[src/hw/bms_pkg.sv]
/*
  bms_pkg: constants, register layout and state encoding of the two-channel
  disk bus-master status / descriptor-pointer engine.
  assumes: byte offsets are relative to the bus-master I/O base decoded
  outside this block.
*/
package bms_pkg;

  localparam int unsigned N_CH = 2;

  // byte offsets within the I/O window
  localparam logic [3:0] PRI_CMD_OFS    = 4'h0;
  localparam logic [3:0] PRI_STATUS_OFS = 4'h2;
  localparam logic [3:0] PRI_PTR_OFS    = 4'h4;
  localparam logic [3:0] SEC_CMD_OFS    = 4'h8;
  localparam logic [3:0] SEC_STATUS_OFS = 4'ha;
  localparam logic [3:0] SEC_PTR_OFS    = 4'hc;

  // byte lanes inside a dword
  localparam int unsigned CMD_LANE    = 0;
  localparam int unsigned STATUS_LANE = 2;

  // command bits
  localparam int unsigned CMD_START_BIT = 0;
  localparam int unsigned CMD_DIR_BIT   = 3;

  // status bits
  localparam int unsigned ST_SIMPLEX_BIT = 7;
  localparam int unsigned ST_DRV1_BIT    = 6;
  localparam int unsigned ST_DRV0_BIT    = 5;
  localparam int unsigned ST_INT_BIT     = 2;
  localparam int unsigned ST_ERR_BIT     = 1;
  localparam int unsigned ST_ACT_BIT     = 0;

  localparam logic [7:0]  STATUS_RESET = 8'h00;
  localparam logic [31:0] PTR_RESET    = 32'h0000_0000;

  // descriptor entry: dword 0 region address, dword 1 byte count and end mark
  localparam int unsigned DESC_EOT_BIT  = 31;
  localparam logic [14:0] CNT_64K_WORDS = 15'h4000;

  typedef enum logic [2:0] {
    BMS_IDLE   = 3'b000,
    BMS_FETCH0 = 3'b001,
    BMS_FETCH1 = 3'b010,
    BMS_XFER   = 3'b011
  } bms_state_t;

endpackage
[src/hw/bms_engine.sv]
/*
  bms_engine: status, descriptor-table pointer and region walker for two
  bus-master disk DMA channels, with an I/O register slave.
  assumes: the I/O window base is decoded outside; each channel has its own
  memory request port (held until ack) and a 32-bit drive data stream.
*/
// Operation
// - status bit 7 reports simplex, read-only
// - drive 1 capable flag, software written
// - drive 0 capable flag, software written
// - drive interrupt rising edge sets flag; write-one clears
// - interrupt flag waits for pending memory writes
// - memory error sets error flag; write-one clears
// - start bit write sets active flag
// - active clears after end-marked region completes
// - clearing start bit clears active flag
// - active zero means data already in memory
// - pointer is 32 bits, low two read zero
// - regions taken from successive table entries
// - transaction stops after end-marked region
// - status at offsets 02h and 0Ah
// - pointer at offsets 04h and 0Ch
// - start on rising start bit; zero discards state
// - direction bit selects memory read or write
`timescale 1ns/100ps
module bms_engine
  import bms_pkg::*;
#(
  parameter logic SIMPLEX = 1'b0
) (
  input  wire logic                   core_clk_i,
  input  wire logic                   reset_n_i,
  input  wire logic [3:0]             io_addr_i,
  input  wire logic [3:0]             io_be_i,
  input  wire logic                   io_wr_i,
  input  wire logic                   io_rd_i,
  input  wire logic [31:0]            io_wdata_i,
  output logic      [31:0]            io_rdata_o,
  output logic                        io_rvalid_o,
  input  wire logic [bms_pkg::N_CH-1:0] drv_irq_i,
  output logic      [bms_pkg::N_CH-1:0] mem_req_o,
  output logic      [bms_pkg::N_CH-1:0] mem_we_o,
  output logic      [bms_pkg::N_CH-1:0][31:0] mem_addr_o,
  output logic      [bms_pkg::N_CH-1:0][31:0] mem_wdata_o,
  input  wire logic [bms_pkg::N_CH-1:0] mem_ack_i,
  input  wire logic [bms_pkg::N_CH-1:0] mem_err_i,
  input  wire logic [bms_pkg::N_CH-1:0][31:0] mem_rdata_i,
  input  wire logic [bms_pkg::N_CH-1:0][31:0] drv_wr_data_i,
  input  wire logic [bms_pkg::N_CH-1:0] drv_wr_valid_i,
  output logic      [bms_pkg::N_CH-1:0] drv_wr_ready_o,
  output logic      [bms_pkg::N_CH-1:0][31:0] drv_rd_data_o,
  output logic      [bms_pkg::N_CH-1:0] drv_rd_valid_o,
  input  wire logic [bms_pkg::N_CH-1:0] drv_rd_ready_i
);
  import bms_pkg::*;
  typedef struct packed {
    logic       [N_CH-1:0]       start;
    logic       [N_CH-1:0]       dir;
    logic       [N_CH-1:0]       drv1_cap;
    logic       [N_CH-1:0]       drv0_cap;
    logic       [N_CH-1:0]       intr;
    logic       [N_CH-1:0]       err;
    logic       [N_CH-1:0]       act;
    logic       [N_CH-1:0]       irq_s1;
    logic       [N_CH-1:0]       irq_s2;
    logic       [N_CH-1:0]       irq_prev;
    logic       [N_CH-1:0]       irq_pend;
    logic       [N_CH-1:0][29:0] ptr;
    logic       [N_CH-1:0][29:0] tbl;
    logic       [N_CH-1:0][29:0] addr;
    logic       [N_CH-1:0][14:0] cnt;
    logic       [N_CH-1:0]       end_of_table_flag;
    bms_state_t [N_CH-1:0]       fsm;
    logic       [N_CH-1:0]       mreq;
    logic       [N_CH-1:0]       mwe;
    logic       [N_CH-1:0][29:0] maddr;
    logic       [N_CH-1:0][31:0] mwdata;
    logic       [N_CH-1:0][31:0] rdata;
    logic       [N_CH-1:0]       rvld;
    logic       [31:0]           io_rdata;
    logic                        io_rvalid;
  } bms_regs_t;
  bms_regs_t q;
  bms_regs_t d;
  // dword slot of each channel: slot 2*ch holds command/status, 2*ch+1 the pointer
  function automatic logic slot_hit(input logic [3:0] a, input int unsigned ch,
                                    input logic ptr_slot);
    return a[3] == ch[0] && a[2] == ptr_slot;
  endfunction
  function automatic logic [7:0] status_byte(input bms_regs_t s, input int unsigned ch);
    status_byte = STATUS_RESET;
    status_byte[ST_SIMPLEX_BIT] = SIMPLEX;
    status_byte[ST_DRV1_BIT]    = s.drv1_cap[ch];
    status_byte[ST_DRV0_BIT]    = s.drv0_cap[ch];
    status_byte[ST_INT_BIT]     = s.intr[ch];
    status_byte[ST_ERR_BIT]     = s.err[ch];
    status_byte[ST_ACT_BIT]     = s.act[ch];
  endfunction
  logic [N_CH-1:0] wr_cmd;
  logic [N_CH-1:0] wr_st;
  logic [N_CH-1:0] irq_edge;
  logic [N_CH-1:0] mem_wr_busy;
  logic [N_CH-1:0] mem_done;
  logic [N_CH-1:0] mem_fail;
  logic [N_CH-1:0] region_end;
  logic [N_CH-1:0] take_drv;
  logic [7:0]      cmd_w;
  logic [7:0]      st_w;
  logic [15:0]     bytes;
  always_comb begin
    d = q;
    cmd_w = io_wdata_i[8*CMD_LANE +: 8];
    st_w = io_wdata_i[8*STATUS_LANE +: 8];
    bytes = 16'h0000;
    wr_cmd = '0;
    wr_st = '0;
    irq_edge = '0;
    mem_wr_busy = '0;
    mem_done = '0;
    mem_fail = '0;
    region_end = '0;
    take_drv = '0;
    d.io_rvalid = io_rd_i;
    d.io_rdata = 32'h0000_0000;
    for (int ch = 0; ch < N_CH; ch++) begin
      wr_cmd[ch] = io_wr_i && io_be_i[CMD_LANE] && slot_hit(io_addr_i, ch, 1'b0);
      wr_st[ch] = io_wr_i && io_be_i[STATUS_LANE] && slot_hit(io_addr_i, ch, 1'b0);

      // reads: reserved bits and lanes return zero
      if (io_rd_i && slot_hit(io_addr_i, ch, 1'b0)) begin
        d.io_rdata[8*CMD_LANE + CMD_START_BIT] = q.start[ch];
        d.io_rdata[8*CMD_LANE + CMD_DIR_BIT] = q.dir[ch];
        d.io_rdata[8*STATUS_LANE +: 8] = status_byte(q, ch);
      end
      if (io_rd_i && slot_hit(io_addr_i, ch, 1'b1)) begin
        d.io_rdata = {q.ptr[ch], 2'b00};
      end

      // pointer write, byte by byte
      if (io_wr_i && slot_hit(io_addr_i, ch, 1'b1)) begin
        for (int b = 0; b < 4; b++) begin
          if (io_be_i[b]) begin
            if (b == 0) begin
              d.ptr[ch][5:0] = io_wdata_i[7:2];
            end else begin
              d.ptr[ch][8*b-2 +: 8] = io_wdata_i[8*b +: 8];
            end
          end
        end
      end

      // drive pin: two flops, edge taken from the second only
      d.irq_s1[ch] = drv_irq_i[ch];
      d.irq_s2[ch] = q.irq_s1[ch];
      d.irq_prev[ch] = q.irq_s2[ch];
      irq_edge[ch] = q.irq_s2[ch] && !q.irq_prev[ch];

      // flag must not show before drive data has landed in memory
      mem_wr_busy[ch] = q.mreq[ch] && q.mwe[ch];
      if (irq_edge[ch] || q.irq_pend[ch]) begin
        if (mem_wr_busy[ch]) begin
          d.irq_pend[ch] = 1'b1;
        end else begin
          d.irq_pend[ch] = 1'b0;
        end
      end

      // status writes: capability flags stored, int/err write-one-to-clear
      if (wr_st[ch]) begin
        d.drv1_cap[ch] = st_w[ST_DRV1_BIT];
        d.drv0_cap[ch] = st_w[ST_DRV0_BIT];
        if (st_w[ST_INT_BIT]) begin
          d.intr[ch] = 1'b0;
        end
        if (st_w[ST_ERR_BIT]) begin
          d.err[ch] = 1'b0;
        end
      end
      // set wins over a same-cycle clear
      if ((irq_edge[ch] || q.irq_pend[ch]) && !mem_wr_busy[ch]) begin
        d.intr[ch] = 1'b1;
      end

      // memory port handshake
      mem_done[ch] = q.mreq[ch] && mem_ack_i[ch];
      mem_fail[ch] = mem_done[ch] && mem_err_i[ch];
      if (mem_done[ch]) begin
        d.mreq[ch] = 1'b0;
      end

      // drive stream, reading side
      if (q.rvld[ch] && drv_rd_ready_i[ch]) begin
        d.rvld[ch] = 1'b0;
      end

      case (q.fsm[ch])
        BMS_IDLE: begin
        end
        BMS_FETCH0: begin
          if (!q.mreq[ch]) begin
            d.mreq[ch] = 1'b1;
            d.mwe[ch] = 1'b0;
            d.maddr[ch] = q.tbl[ch];
          end else if (mem_done[ch] && !mem_fail[ch]) begin
            d.addr[ch] = mem_rdata_i[ch][31:2];
            // table never crosses its 64K block
            d.tbl[ch] = {q.tbl[ch][29:14], q.tbl[ch][13:0] + 14'h0001};
            d.fsm[ch] = BMS_FETCH1;
          end
        end
        BMS_FETCH1: begin
          if (!q.mreq[ch]) begin
            d.mreq[ch] = 1'b1;
            d.mwe[ch] = 1'b0;
            d.maddr[ch] = q.tbl[ch];
          end else if (mem_done[ch] && !mem_fail[ch]) begin
            bytes = mem_rdata_i[ch][15:0];
            // zero bytes means a full 64K region; odd tails round up a word
            if (bytes == 16'h0000) begin
              d.cnt[ch] = CNT_64K_WORDS;
            end else begin
              d.cnt[ch] = {1'b0, bytes[15:2]} + {14'h0000, |bytes[1:0]};
            end
            d.end_of_table_flag[ch] = mem_rdata_i[ch][DESC_EOT_BIT];
            d.tbl[ch] = {q.tbl[ch][29:14], q.tbl[ch][13:0] + 14'h0001};
            d.fsm[ch] = BMS_XFER;
          end
        end
        BMS_XFER: begin
          region_end[ch] = q.cnt[ch] == 15'h0000 && !q.mreq[ch] && !q.rvld[ch];
          if (region_end[ch]) begin
            if (q.end_of_table_flag[ch]) begin
              d.act[ch] = 1'b0;
              d.fsm[ch] = BMS_IDLE;
            end else begin
              d.fsm[ch] = BMS_FETCH0;
            end
          end else if (!q.mreq[ch] && q.cnt[ch] != 15'h0000) begin
            if (q.dir[ch]) begin
              // memory write: one drive word per request
              take_drv[ch] = drv_wr_valid_i[ch];
              if (drv_wr_valid_i[ch]) begin
                d.mreq[ch] = 1'b1;
                d.mwe[ch] = 1'b1;
                d.maddr[ch] = q.addr[ch];
                d.mwdata[ch] = drv_wr_data_i[ch];
              end
            end else if (!q.rvld[ch]) begin
              d.mreq[ch] = 1'b1;
              d.mwe[ch] = 1'b0;
              d.maddr[ch] = q.addr[ch];
            end
          end
          if (mem_done[ch] && !mem_fail[ch]) begin
            d.addr[ch] = q.addr[ch] + 30'h0000_0001;
            d.cnt[ch] = q.cnt[ch] - 15'h0001;
            if (!q.mwe[ch]) begin
              d.rdata[ch] = mem_rdata_i[ch];
              d.rvld[ch] = 1'b1;
            end
          end
        end
        default: begin
          d.fsm[ch] = BMS_IDLE;
        end
      endcase
      // a failed memory cycle ends the command
      if (mem_fail[ch]) begin
        d.err[ch] = 1'b1;
        d.act[ch] = 1'b0;
        d.fsm[ch] = BMS_IDLE;
      end

      // command writes come last so that a stop overrides the walker
      if (wr_cmd[ch]) begin
        d.start[ch] = cmd_w[CMD_START_BIT];
        if (!q.act[ch]) begin
          d.dir[ch] = cmd_w[CMD_DIR_BIT];
        end
        if (cmd_w[CMD_START_BIT] && !q.start[ch]) begin
          d.act[ch] = 1'b1;
          d.tbl[ch] = q.ptr[ch];
          d.fsm[ch] = BMS_FETCH0;
          d.mreq[ch] = 1'b0;
          d.rvld[ch] = 1'b0;
        end else if (!cmd_w[CMD_START_BIT]) begin
          // walker state, count, request, read word and pending interrupt dropped; a stopped command cannot resume
          d.act[ch] = 1'b0;
          d.fsm[ch] = BMS_IDLE;
          d.mreq[ch] = 1'b0;
          d.rvld[ch] = 1'b0;
          d.cnt[ch] = 15'h0000;
          d.irq_pend[ch] = 1'b0;
        end
      end
    end
  end
  always_ff @(posedge core_clk_i or negedge reset_n_i) begin
    if (!reset_n_i) begin
      q <= '0;
    end else begin
      q <= d;
    end
  end
  always_comb begin
    for (int ch = 0; ch < N_CH; ch++) begin
      mem_addr_o[ch] = {q.maddr[ch], 2'b00};
    end
  end
  assign io_rdata_o     = q.io_rdata;
  assign io_rvalid_o    = q.io_rvalid;
  assign mem_req_o      = q.mreq;
  assign mem_we_o       = q.mwe;
  assign mem_wdata_o    = q.mwdata;
  assign drv_wr_ready_o = take_drv;
  assign drv_rd_data_o  = q.rdata;
  assign drv_rd_valid_o = q.rvld;
  genvar g;
  generate
    for (g = 0; g < N_CH; g++) begin : g_chk

    end
  endgenerate
endmodule

[config.mk]
export PLATFORM = sky130hd
export DESIGN_NAME = bms_engine
export DESIGN_NICKNAME = d
export VERILOG_FILES = /design/src/hw/bms_pkg.sv /design/src/hw/bms_engine.sv
export SDC_FILE = /design/constraint.sdc
export NUM_CORES = 1
export LEC_CHECK = 0
export ABC_AREA = 1
export BUFFER_PORTS_ARGS = -buffer_cell sky130_fd_sc_hd__buf_2
export CAP_MARGIN = 30
export CELL_PAD_IN_SITES_DETAIL_PLACEMENT = 1
export CELL_PAD_IN_SITES_GLOBAL_PLACEMENT = 2
export CORE_ASPECT_RATIO = 0.9
export CORE_MARGIN = 1.5
export CORE_UTILIZATION = 36
export CTS_BUF_LIST = sky130_fd_sc_hd__clkbuf_8
export DETAILED_ROUTE_END_ITERATION = 7
export MAX_ROUTING_LAYER = met4
export PLACE_DENSITY_LB_ADDON = 0.1
export SYNTH_ARGS = -nofsm -noshare
export SYNTH_HDL_FRONTEND = slang
export SYNTH_SLANG_ARGS = --single-unit
[constraint.sdc]
create_clock -name core_clk_i -period 2.86 [get_ports core_clk_i]
set_clock_uncertainty 0.1 [all_clocks]
set_input_delay 0.429 -clock core_clk_i [delete_from_list [all_inputs] [get_ports core_clk_i]]
set_output_delay 0.429 -clock core_clk_i [all_outputs]
set_load 0.01 [all_outputs]
### Word level (Yosys, flattened, before mapping)

Cells that the tools add are included.

* input bits: 182
* logic and storage cells: 355
* memory bits (writable): 0
* memories kept: 0
* memory bits (read-only): 0
* output and inout bits: 233
* latch bits: 0
* register bits after elaboration: 467

* shift-type cells: 0
* muxes and demuxes: 170
* multiply operators: 0
* order comparisons: 0
* eq/ne operators: 22
* bitwise gates (word level): 8
* reduce and logical (&&, ||, !) cells: 100
* $add $sub $neg: 8
* divide/modulo/power cells: 0

Operator list (count)
* 2-to-1 mux 30 bit: 22
* one-hot mux 30 bit (2 select lines): 4
* 2-to-1 mux 15 bit: 14
* 2-to-1 mux 1 bit: 94
* 2-to-1 mux 14 bit: 6
* 2-to-1 mux 32 bit: 2
* adder 30 x 1 -> 30 bit (second input constant): 2
* one-hot mux 15 bit (2 select lines): 2
* 2-to-1 mux 3 bit: 18
* logical AND 1 bit: 38
* logical NOT 16 bit: 2
* adder 14 x 1 -> 15 bit: 2
* logical NOT 15 bit: 2
* nonzero test 15 bit: 2
* subtractor 15 x 1 -> 15 bit (second input constant): 2
* adder 14 x 1 -> 14 bit (second input constant): 2
* AND reduction 2 bit: 14
* inequality test 2 bit (second input constant): 12
* one-hot mux 3 bit (4 select lines): 2
* nonzero test 2 bit: 12
* equality test 3 x 2 -> 1 bit (second input constant): 4
* logical NOT 1 bit: 12
* inequality test 3 bit (second input constant): 4
* AND reduction 3 bit: 4
* 11 further kinds: 30

### Logic depth before layout (Yosys ltp)

Gate-level depths: netlist of the first run.

* depth after elaboration: 11
* gate-level depth with buffers: 12
* mapped depth without buffers: 12

### Least setup slack after synthesis of the first run

OpenSTA, ideal clock, no wires.

* path type: register -> output
* start: register q[236] (netlist name)
* end: output port drv_wr_ready_o[0] (netlist name)
* arrival time: 1453 ps
* path buffers: 1
* path slack: 878 ps
* stages on the path, launching flop included: 11
* data required time: 2331 ps
* cell sequence: dfrtp_1 -> inv_1 -> ha_1 -> nand3_1 -> inv_1 -> nand4_1 -> nand2_1 -> nor2_1 -> nand2_2 -> inv_1 -> buf_2

* word-level cells in the longest chain between the ends: 5
* elaborated cells between the ends (all ways): 8
* those cells by class: 3 x mux; 5 x reduce/logical

RTL lines
* start: declaration: RTL line bms_engine.sv:83 `bms_regs_t q;`
* start signal: assignment: RTL line bms_engine.sv:300 `q <= '0;`
* start signal: assignment: RTL line bms_engine.sv:302 `q <= d;`
* nonzero test 15 bit or logical NOT 15 bit (tied branches): RTL line bms_engine.sv:238, bms_engine.sv:230
* logical AND 1 bit, on equally long branches: RTL line bms_engine.sv:238, bms_engine.sv:230
* 2-to-1 mux 1 bit or logical AND 1 bit (tied branches): RTL line bms_engine.sv:238, bms_engine.sv:230
* 2-to-1 mux 1 bit (*): RTL line bms_engine.sv:231 `if (region_end[ch]) begin`
* 2-to-1 mux 1 bit (*): RTL line bms_engine.sv:196 `case (q.fsm[ch])`
* end: declaration: RTL line bms_engine.sv:50 `output logic [bms_pkg::N_CH-1:0] drv_wr_ready_o,`

Mark *: on every way between the ends. The rest lies on a longest branch, timed or not.

### Final worst setup path of the first run

* start: register q[250] (netlist name)
* end: output port drv_wr_ready_o[1] (netlist name)

The elaborated chain is that of the path after synthesis.

==> results of run 1 <==
## stage by stage
| step | util | setup WS, ns | total power [mW] | area [µm²] | hold slack, ns |
|---|---|---|---|---|---|
| 2_1_floorplan | - | 0.878 | 9.14 | 25000 | 0.0334 |
| 3_3_place_gp | 0.387 | 0.577 | 10.0 | 26500 | 0.239 |
| 3_5_place_dp | 0.387 | 0.522 | 10.1 | 26500 | 0.236 |
| 4_1_cts | 0.438 | 0.00147 | 17.5 | 30000 | 0.00167 |
| 5_1_grt | 0.438 | 0.00157 | 18.2 | 30000 | 0.0315 |
| 6_report | 0.438 | 0.154 | 17.3 | 30000 | 0.0474 |
## area by class of cell
type,instances,area share
diodes,3,0.000250
repair buffers,623,0.138
well taps,930,0.0387
clock buffers,119,0.0545
clock inverters,41,0.00908
flip-flops and latches,466,0.388
multi-input cells,2130,0.329
inverters,335,0.0420
## final timing paths
path | cells past startpoint | end | slack (ns) | from
setup / recovery | 8 | drv_wr_ready_o[1] | 0.15 | q[250]$_DFF_PN0_
hold / removal | 4 | q[238]$_DFF_PN0_ | 0.05 | mem_rdata_i[5]
setup reg to reg | 12 | q[319]$_DFFE_PN0P_ | 0.57 | q[296]$_DFFE_PN0P_
hold reg to reg | 0 | d[447]$_DFF_PN0_ | 0.25 | d[449]$_DFF_PN0_
max in group asynchronous | 3 | mem_wdata_o[9]$_DFFE_PN0P_ | 1.50 | reset_n_i
min in group asynchronous | 2 | mem_addr_o[8]$_DFFE_PN0P_ | 0.19 | reset_n_i
## timing repair
action	4_1_cts	5_1_grt
gates resized for setup	8	11
hold buffers	150	0
pin swaps	2	4
endpoints found under the hold margin	254	0
endpoints found under the setup margin	2	2
setup buffers	4	1
## placed cells by master (no fill, tap or decap), types with 7 or more instances in the layout
| master | synthesis | routed |
|---|---|---|
| nand2_1 | 1025 | 1023 |
| dfrtp_1 | 466 | 465 |
| buf_2 | 45 | 405 |
| inv_1 | 329 | 346 |
| o21ai_0 | 320 | 320 |
| nor2_1 | 255 | 250 |
| nand3_1 | 157 | 155 |
| dlygate4sd3_1 | 0 | 150 |
| clkbuf_8 | 0 | 119 |
| a21oi_1 | 77 | 77 |
| buf_4 | 236 | 59 |
| nor3_1 | 37 | 37 |
| nand4_1 | 35 | 35 |
| xor2_1 | 29 | 29 |
| mux2_2 | 27 | 27 |
| o22ai_1 | 24 | 24 |
| o211ai_1 | 15 | 15 |
| nand3b_1 | 15 | 15 |
| nor2_2 | 9 | 13 |
| a31oi_1 | 11 | 11 |
| clkinv_2 | 1 | 11 |
| nand2_2 | 7 | 9 |
| or2_2 | 8 | 8 |
| o21bai_1 | 8 | 8 |
| ha_1 | 10 | 8 |
| buf_12 | 0 | 8 |
| nor2_4 | 6 | 7 |
| conb_1 | 1 | 7 |
## sequential cells by signal, indices dropped and copies added (netlist names)
register and count:
q 236, mem_addr_o 60, mem_we_o 2, drv_rd_data_o 64, io_rdata_o 31, mem_req_o 2
mem_wdata_o 64, drv_rd_valid_o 2, d 4, io_rvalid_o 1
## per-layer routing
layer | up-vias | part of all wire | global-route usage
met2 | 490 | 0.49 | 0.435
met4 | 0 | 0.028 | 0.0879
met1 | 11200 | 0.45 | 0.339
met3 | 155 | 0.035 | 0.0348
met5 | - | 0 | -
li1 | 10900 | - | -
## worst reg2reg max path, stage by stage (launching register included)
cell     delay (ns)
dfrtp_1        0.45
ha_1           0.28
nand3_1        0.19
nor2_2         0.30
inv_1          0.10
nor2_1         0.30
nand2_1        0.10
nand2_1        0.06
nand2_1        0.06
nand2_1        0.05
o21ai_0        0.08
nand2_1        0.07
nand2_1        0.05
## kinds of logic after synthesis
logic type | after synthesis | share of synthesized area
simple gates | 1567 | 0.259
buf+inv | 672 | 0.139
compound gates | 488 | 0.107
flops | 466 | 0.468
xor+xnor | 30 | 0.0105
mux | 28 | 0.0126
fa+ha+maj | 10 | 0.00502
other cells | 1 | 0.000150
## report_power, final
part           internal, mW  switching (mW)  leakage [nW]
clock                  3.91            3.17          1.06
sequential             7.22           0.476          6.14
combinational         0.948            1.56          8.48
total                  12.1            5.21          15.7
==> flow_summary.yaml, run 1 <==
timing:
  rsz0062_at_grt: "no"
  slew_headroom: 0.414
  fmax_mhz: 369
  final-hold-violation-count: 0
  setup_tns_ns: 0
  period_needed_ns: 2.71
  tightest_slew_ns: 0.879
  setup_viol: 0
  period_share: 0.946
  drv_slew: 0
clock_network:
  clock-sinks: 466
  cts_max_path_buffers: 3
  clockRootBuffer: "clkbuf_8"
  clk_latency_ns: 0.71
  cts.clk_slew.worst_paths_ns: 0.07
  cts_tree: "done"
  ctsHtreeMaxLevel: 3
  cts_buffers: 89
finish:
  drive_above_1_share: 0.189
  seq_area_um2: 11700
  multi_input_area_um2: 9890
  nFillCells: 8550
  finalNetCount: 3837
  syn2layout_area_growth_pct: 20.5
  fin_cells: 4647
placement:
  dpl.cell_count: 4329
  place.gp.congestion: 0.949
  place_hpwl_um: 67400
  portBuffers: 406
grt:
  grt_pass1_wl_um: 141000
  grt_max_degree: 83
  grt_overflow: 0
  grt_util_all_layers: 0.265
  antenna_found_initial: 3
  grt_pass1_vias: 24300
setup_path:
  critPathMaxStageDelay_ns: 0.39
  path_cells: "inv_1 > ha_2 > nand3_1 > nor2_2 > nand2_2 > nand3_4 > clkinvlp_4 > buf_2"
  cp_num_buf_inv: 3
  start_kind: "flop"
  path_class: "flop to output pin"
  crit_family: "simple AND/OR/NAND/NOR gates"
  cp.required_ns: 2.33
  crit_arrival_ns: 2.18
  slowest_stage: "dfrtp_1"
  path_max_fanout: 4
  crit_path_end_kind: "output pin"
route:
  drtAntennaViolNets: 0
  vias: 22800
  drtIter0Drc: 1302
  drcViolationCount: 0
  routed_wl_um: 91300
  vias_per_cell: 4.91
  dr.pass1.iters: 7
  wl_per_cell_um: 19.7
die:
  die_x_um: 280
  coreArea_um2: 68500
  dieHeight_um: 253
  num_io_pins: 415
  initial_core_util: 0.364
  rows: 91
  die_area_um2: 70900
synth:
  synth_edf_count: 0
  syn-instance-count: 3262
  avgSynthCellArea_um2: 7.65
  synth_seq_area_share: 0.468
  yosysTopAreaCell: "dfrtp_1"
  async_flop_share: 1.00
  synth.cells.most_frequent: "1025 x nand2_1, 466 x dfrtp_1, 329 x inv_1"
  yosys_warnings: 0
  netlist.area_leader.share: 0.468
  synth.area.top_cells: "dfrtp_1 47%, nand2_1 15%, buf_4 7.1%"
  ys_types: 54
  ys_seq_elements: 466
  synth_most_common_cell: "nand2_1"
  synth_area_um2: 24900
  synth-main-ff-cell: "dfrtp_1"
power:
  p_leak_nw: 15.7
  powerDensity_nw_per_um2: 575
  vdd_ir_drop_max_uv: 295
run:
  maxCapViolCount: 0
outcome:
  run_status: "completed"
worst_hold_path:
  hold_class: "primary input to flop"
(Power assumes the default switching activity.)
==> inputs of run 2 (changes only) <==
--- a/config.mk
+++ b/config.mk
@@ -5,14 +5,12 @@
 export SDC_FILE = /design/constraint.sdc
 export NUM_CORES = 1
 export LEC_CHECK = 0
-export ABC_AREA = 1
 export BUFFER_PORTS_ARGS = -buffer_cell sky130_fd_sc_hd__buf_2
 export CAP_MARGIN = 30
 export CELL_PAD_IN_SITES_DETAIL_PLACEMENT = 1
 export CELL_PAD_IN_SITES_GLOBAL_PLACEMENT = 2
 export CORE_ASPECT_RATIO = 0.9
-export CORE_MARGIN = 1.5
-export CORE_UTILIZATION = 36
+export CORE_UTILIZATION = 40
 export CTS_BUF_LIST = sky130_fd_sc_hd__clkbuf_8
 export DETAILED_ROUTE_END_ITERATION = 7
 export MAX_ROUTING_LAYER = met4
==> flow_summary.yaml, run 2 <==
outcome:
  run_status: "finished with violations"
  violations: "setup timing"
worst_hold_path:
  hp-start: "mem_ack_i[1]"
  hold_class: "primary input to flop"
power:
  powerDensity_nw_per_um2: 596
  p_leak_nw: 14.1
  power.total_mw: 17.1
  vdd_ir_drop_max_uv: 335
finish:
  largest_register_ffs: 236
  finalNetCount: 2826
  regMostFlops: "q"
  drive_above_1_share: 0.354
  nFillCells: 6467
  final_cell_mix: "466 x dfrtp_1, 403 x buf_2, 318 x nand2_1"
  multi_input_area_um2: 9780
  fin_cells: 3484
  finalInstanceArea_um2: 28800
  seq_area_um2: 11700
  layout_commonest_cell: "dfrtp_1"
  syn2layout_area_growth_pct: 21.5
  final_core_util: 0.492
grt:
  grt_pass1_vias: 19800
  grt_max_degree: 77
  antenna_found_initial: 16
  grt_pass1_wl_um: 117000
  grt_util_all_layers: 0.260
  grt_overflow: 0
route:
  vias_per_cell: 5.32
  wl_per_cell_um: 21.8
  routed_wl_um: 76000
  vias: 18500
  drtIter0Drc: 1038
  drtAntennaViolNets: 0
  dr.pass1.iters: 5
  drcViolationCount: 0
die:
  initial_core_util: 0.405
  die_area_um2: 60100
  num_io_pins: 415
  die_x_um: 258
  rows: 84
  dieHeight_um: 233
  coreArea_um2: 58400
setup_path:
  start_kind: "flop"
  cp.required_ns: 2.33
  crit_path_start: "q[242]$_DFF_PN0_"
  crit_arrival_ns: 2.78
  path_class: "flop to output pin"
  r2r-start: "q[242]$_DFF_PN0_"
  crit_path_end_kind: "output pin"
  path_max_fanout: 6
synth:
  synth_area_um2: 23700
  synth_most_common_cell: "dfrtp_1"
  synth_edf_count: 0
  ys_types: 79
  netlist.area_leader.share: 0.493
  ys_seq_elements: 466
  synth_seq_area_share: 0.493
  syn-instance-count: 2222
  yosys_warnings: 0
  yosysTopAreaCell: "dfrtp_1"
  synth-main-ff-cell: "dfrtp_1"
  async_flop_share: 1.00
  synth.cells.most_frequent: "466 x dfrtp_1, 318 x nand2_1, 241 x mux2_2"
  synth.area.top_cells: "dfrtp_1 49%, mux2_2 11%, buf_4 7.4%"
  avgSynthCellArea_um2: 10.6
clock_network:
  clockRootBuffer: "clkbuf_8"
  cts.clk_slew.worst_paths_ns: 0.06
  clock-sinks: 466
  cts_tree: "done"
  cts_max_path_buffers: 3
  cts_buffers: 83
  ctsHtreeMaxLevel: 3
  clk_latency_ns: 0.67
placement:
  pre_cts_ws_ns: -0.0648
  portBuffers: 406
  place.gp.congestion: 0.904
  dpl.cell_count: 3163
  place_hpwl_um: 54000
  post_dp_cell_area_um2: 25300
timing:
  slew_headroom: 0.490
  fin_ws_ns: -0.448
  setup_viol: 2
  fmax_mhz: 302
  period_needed_ns: 3.31
  period_share: 1.16
  final-hold-violation-count: 0
  rsz0062_at_grt: "yes"
  drv_slew: 0
  tightest_slew_ns: 0.758
run:
  maxCapViolCount: 0
[run 2: changes by cell type in the layout (fill, tap and decap cells not counted), moves of 15 or more]
cell     change
nand3_1     -85
a22o_1      +26
xnor2_1     +31
or3_1       +15
buf_4       +29
a31oi_1     +17
nor2_1     -165
mux2_4      +50
o21ai_0    -239
inv_1      -306
mux2_2     +210
nor4_1      +34
nand2_1    -705
[run 2: final cells by class]
cell class / instances / share of cell area
flip-flops and latches: 466 / 0.406
multi-input cells: 1399 / 0.340
repair buffers: 659 / 0.156
clock buffers: 115 / 0.0550
well taps: 774 / 0.0337
clock inverters: 32 / 0.00540
inverters: 25 / 0.00335
diodes: 14 / 0.00122
[run 2: path summary, 6_finish.rpt]
check	to	slack [ns]	cells after the start
max reg2reg	mem_wdata_o[17]$_DFFE_PN0P_	0.01	8
max	drv_wr_ready_o[0]	-0.45	7
max in group asynchronous	drv_rd_data_o[32]$_DFFE_PN0P_	1.64	3
min in group asynchronous	mem_wdata_o[24]$_DFFE_PN0P_	0.16	2
min reg2reg	q[448]$_DFF_PN0_	0.28	0
min	q[456]$_DFFE_PN0P_	0.04	3
[run 2: critical path, cell delays in order, from the launching register on]
cell and delay, ns:
dfrtp_1 0.37, or4_4 0.55, or4_4 0.52, nor3_4 0.23, or4_4 0.17, buf_12 0.12, inv_4 0.03, buf_6 0.11
[run 2: what timing repair did]
| action | in CTS | in global routing |
|---|---|---|
| gates cloned | 0 | 0 |
| endpoints found under the setup margin | 25 | 20 |
| setup buffers | 2 | 5 |
| hold buffers | 154 | 0 |
| resized for setup | 8 | 4 |
| hold endpoints to repair | 483 | 0 |
| pin swaps | 2 | 4 |
[run 2: stage by stage]
| stage | hold WS [ns] | setup TNS [ns] |
|---|---|---|
| 2_1_floorplan | 0.0334 | 0 |
| 5_1_grt | 0.0262 | -2.18 |
| 6_report | 0.0444 | -0.689 |
| 3_5_place_dp | 0.270 | -1.24 |
| 3_3_place_gp | 0.259 | 0 |
| 4_1_cts | 0.00171 | -0.848 |
[run 2: metal layers]
metal | part of all wire | global-route usage | wire [µm] | vias up
met4 | 0.023 | 0.0784 | 1710 | 0
met3 | 0.056 | 0.0573 | 4290 | 117
met1 | 0.47 | 0.352 | 35500 | 9433
met5 | 0 | - | 0 | -
met2 | 0.45 | 0.388 | 34400 | 488
li1 | - | - | - | 8494
[run 2: where the power goes]
| group | internal, mW | switching (mW) | total (mW) |
|---|---|---|---|
| registers | 7.41 | 0.677 | 8.09 |
| logic | 1.30 | 1.28 | 2.57 |
| clock network | 3.57 | 2.90 | 6.47 |
[run 2: logic make-up (layout without fill, tap and decap cells)]
family	after synthesis	in the layout	synth area share
simple gates	711	711	0.146
flops	466	466	0.493
buf+inv	363	831	0.0967
compound gates	314	314	0.0856
mux	304	304	0.154
xor+xnor	53	53	0.0196
fa+ha+maj	10	10	0.00529
other cells	1	21	0.000158
==> inputs of run 3 (changes only) <==
--- a/config.mk
+++ b/config.mk
@@ -9,12 +9,12 @@
 export CAP_MARGIN = 30
 export CELL_PAD_IN_SITES_DETAIL_PLACEMENT = 1
 export CELL_PAD_IN_SITES_GLOBAL_PLACEMENT = 2
-export CORE_ASPECT_RATIO = 0.9
 export CORE_UTILIZATION = 40
 export CTS_BUF_LIST = sky130_fd_sc_hd__clkbuf_8
 export DETAILED_ROUTE_END_ITERATION = 7
 export MAX_ROUTING_LAYER = met4
 export PLACE_DENSITY_LB_ADDON = 0.1
+export REMOVE_ABC_BUFFERS = 1
 export SYNTH_ARGS = -nofsm -noshare
 export SYNTH_HDL_FRONTEND = slang
 export SYNTH_SLANG_ARGS = --single-unit
==> flow_summary.yaml, run 3 (synthesized netlist as in run 2, its figures left out) <==
setup_path:
  slowest_stage: "or4_4"
  crit_top_cell: "or4_4"
  crit_arrival_ns: 2.66
  crit_path_end_kind: "output pin"
  crit_family: "simple AND/OR/NAND/NOR gates"
  ff2ff_setup_slack_ns: 0.03
  cp_num_buf_inv: 3
  crit-reg2reg-capture: "mem_wdata_o[2]$_DFFE_PN0P_"
  r2r-start: "q[242]$_DFF_PN0_"
  path_max_fanout: 2
  path_cells: "or4_4 > or4_4 > nor3_4 > or4_4 > buf_12 > inv_4 > buf_6"
  worst_r2r_path_depth: 8
  critPathMaxStageDelay_ns: 0.55
  start_kind: "flop"
  path_class: "flop to output pin"
  cp.required_ns: 2.33
grt:
  grt_max_degree: 90
  grt_util_all_layers: 0.256
  grt_pass1_wl_um: 116000
  antenna_found_initial: 6
  grt_pass1_vias: 19800
  grt_overflow: 0
power:
  powerDensity_nw_per_um2: 601
  p_sw_mw: 4.91
  p_sw_frac: 0.285
  vdd_ir_drop_max_uv: 326
  p_leak_nw: 14.1
  p_comb_frac: 0.148
  intPower_mw: 12.3
  p_clk_frac: 0.383
  pwr-share-seq: 0.470
outcome:
  run_status: "finished with violations"
  violations: "setup timing"
placement:
  pre_cts_ws_ns: -0.00272
  dpl.cell_count: 3145
  post_dp_cell_area_um2: 25300
  place.gp.congestion: 0.870
  portBuffers: 406
  place_hpwl_um: 52000
worst_hold_path:
  hold-path-cell-count: 3
  hp-start: "mem_ack_i[1]"
  hold_end: "mem_req_o[1]$_DFF_PN0_"
  hold_class: "primary input to flop"
clock_network:
  clockRootBuffer: "clkbuf_8"
  cts_buffers: 84
  cts_tree: "done"
  ctsHtreeMaxLevel: 3
  cts.clk_slew.worst_paths_ns: 0.06
  clk_latency_ns: 0.67
  cts_max_path_buffers: 3
  clock-sinks: 466
timing:
  period_needed_ns: 3.19
  fmax_mhz: 314
  rsz0062_at_grt: "yes"
  setup_viol: 2
  slew_headroom: 0.550
  setup_tns_ns: -0.530
  fin_ws_ns: -0.328
  final-hold-violation-count: 0
  period_share: 1.11
  drv_slew: 0
  tightest_slew_ns: 0.673
finish:
  nFillCells: 6399
  seq_area_um2: 11700
  largest_register_ffs: 236
  layout_commonest_cell: "dfrtp_1"
  drive_above_1_share: 0.354
  regMostFlops: "q"
  syn2layout_area_growth_pct: 21.2
  finalInstanceArea_um2: 28700
  finalNetCount: 2819
  fin_cells: 3458
  multi_input_area_um2: 9770
  final_cell_mix: "466 x dfrtp_1, 403 x buf_2, 318 x nand2_1"
route:
  dr.pass1.iters: 7
  routed_wl_um: 74600
  drtAntennaViolNets: 0
  drcViolationCount: 0
  wl_per_cell_um: 21.6
  drtIter0Drc: 826
  vias_per_cell: 5.27
  vias: 18200
die:
  num_io_pins: 415
  initial_core_util: 0.408
  rows: 88
  die_x_um: 245
  die_area_um2: 60100
  dieHeight_um: 245
  coreArea_um2: 58000
run:
  maxCapViolCount: 0
[run 3: cell types whose count changed in the layout (fill, tap and decap cells not counted), moves of 2 or more]
cell,previous run,this run
clkinv_2,12,15
diode_2,14,6
mux2_2,237,241
dlygate4sd3_1,154,148
buf_4,88,82
bufinv_16,0,4
mux2_4,50,46
buf_12,11,14
inv_6,1,3
clkbuf_8,115,103
[run 3: repair_timing]
item / 4_1_cts / 5_1_grt
resized for setup: 6 / 3
endpoints found under the setup margin: 10 / 29
pin swaps: 7 / 5
buffers inserted: 9 / 5
gates cloned: 1 / 0
hold buffers: 148 / 0
endpoints found under the hold margin: 280 / 0
[run 3: worst min-delay path: stages]
cell and delay (ns):
buf_2 0.12, nor2b_1 0.05, o21ba_2 0.19
[run 3: area by class of cell]
type                       instances  share of cell area
multi-input combinational       1399               0.341
timing repair buffer             651               0.155
clock inverter                    43              0.0113
clock buffer                     103              0.0494
sequential                       466               0.407
inverter                          25             0.00336
antenna                            6            0.000524
tap                              765              0.0334
[run 3: how the worst max path moves through the flow]
stage / to / start / depth (start not counted)
global route: drv_wr_ready_o[0] / q[242]$_DFF_PN0_ / 7
detailed placement: mem_wdata_o[2]$_DFFE_PN0P_ / q[243]$_DFF_PN0_ / 7
CTS: drv_wr_ready_o[0] / q[245]$_DFF_PN0_ / 7
global placement: drv_wr_ready_o[0] / q[243]$_DFF_PN0_ / 7
finish: drv_wr_ready_o[0] / q[242]$_DFF_PN0_ / 7
floorplan: drv_rd_data_o[32]$_DFFE_PN0P_ / q[232]$_DFF_PN0_ / 4
[run 3: power by group through the flow]
stage | Clock (mW) | Sequential [mW] | Combinational [mW]
after floorplan | 0 | 8.10 | 1.18
final | 6.60 | 8.10 | 2.55
after global routing | 7.08 | 8.22 | 2.80
after detailed placement | 0 | 8.21 | 2.39
after CTS | 6.81 | 8.10 | 2.58
after global placement | 0 | 8.17 | 2.34
[run 3: per-layer routing]
layer | wire (µm) | track usage
met1 | 32000 | 0.313
met2 | 36900 | 0.420
met3 | 3090 | 0.0445
met4 | 2630 | 0.100
met5 | 0 | -
[run 3: metrics by stage]
step / power [mW] / utilization / hold slack, ns
CTS: 17.5 / 0.494 / 0.00207
finish: 17.2 / 0.494 / 0.0643
detailed placement: 10.6 / 0.436 / 0.237
floorplan: 9.28 / - / 0.0334
global placement: 10.5 / 0.436 / 0.241
global route: 18.1 / 0.494 / 0.0225
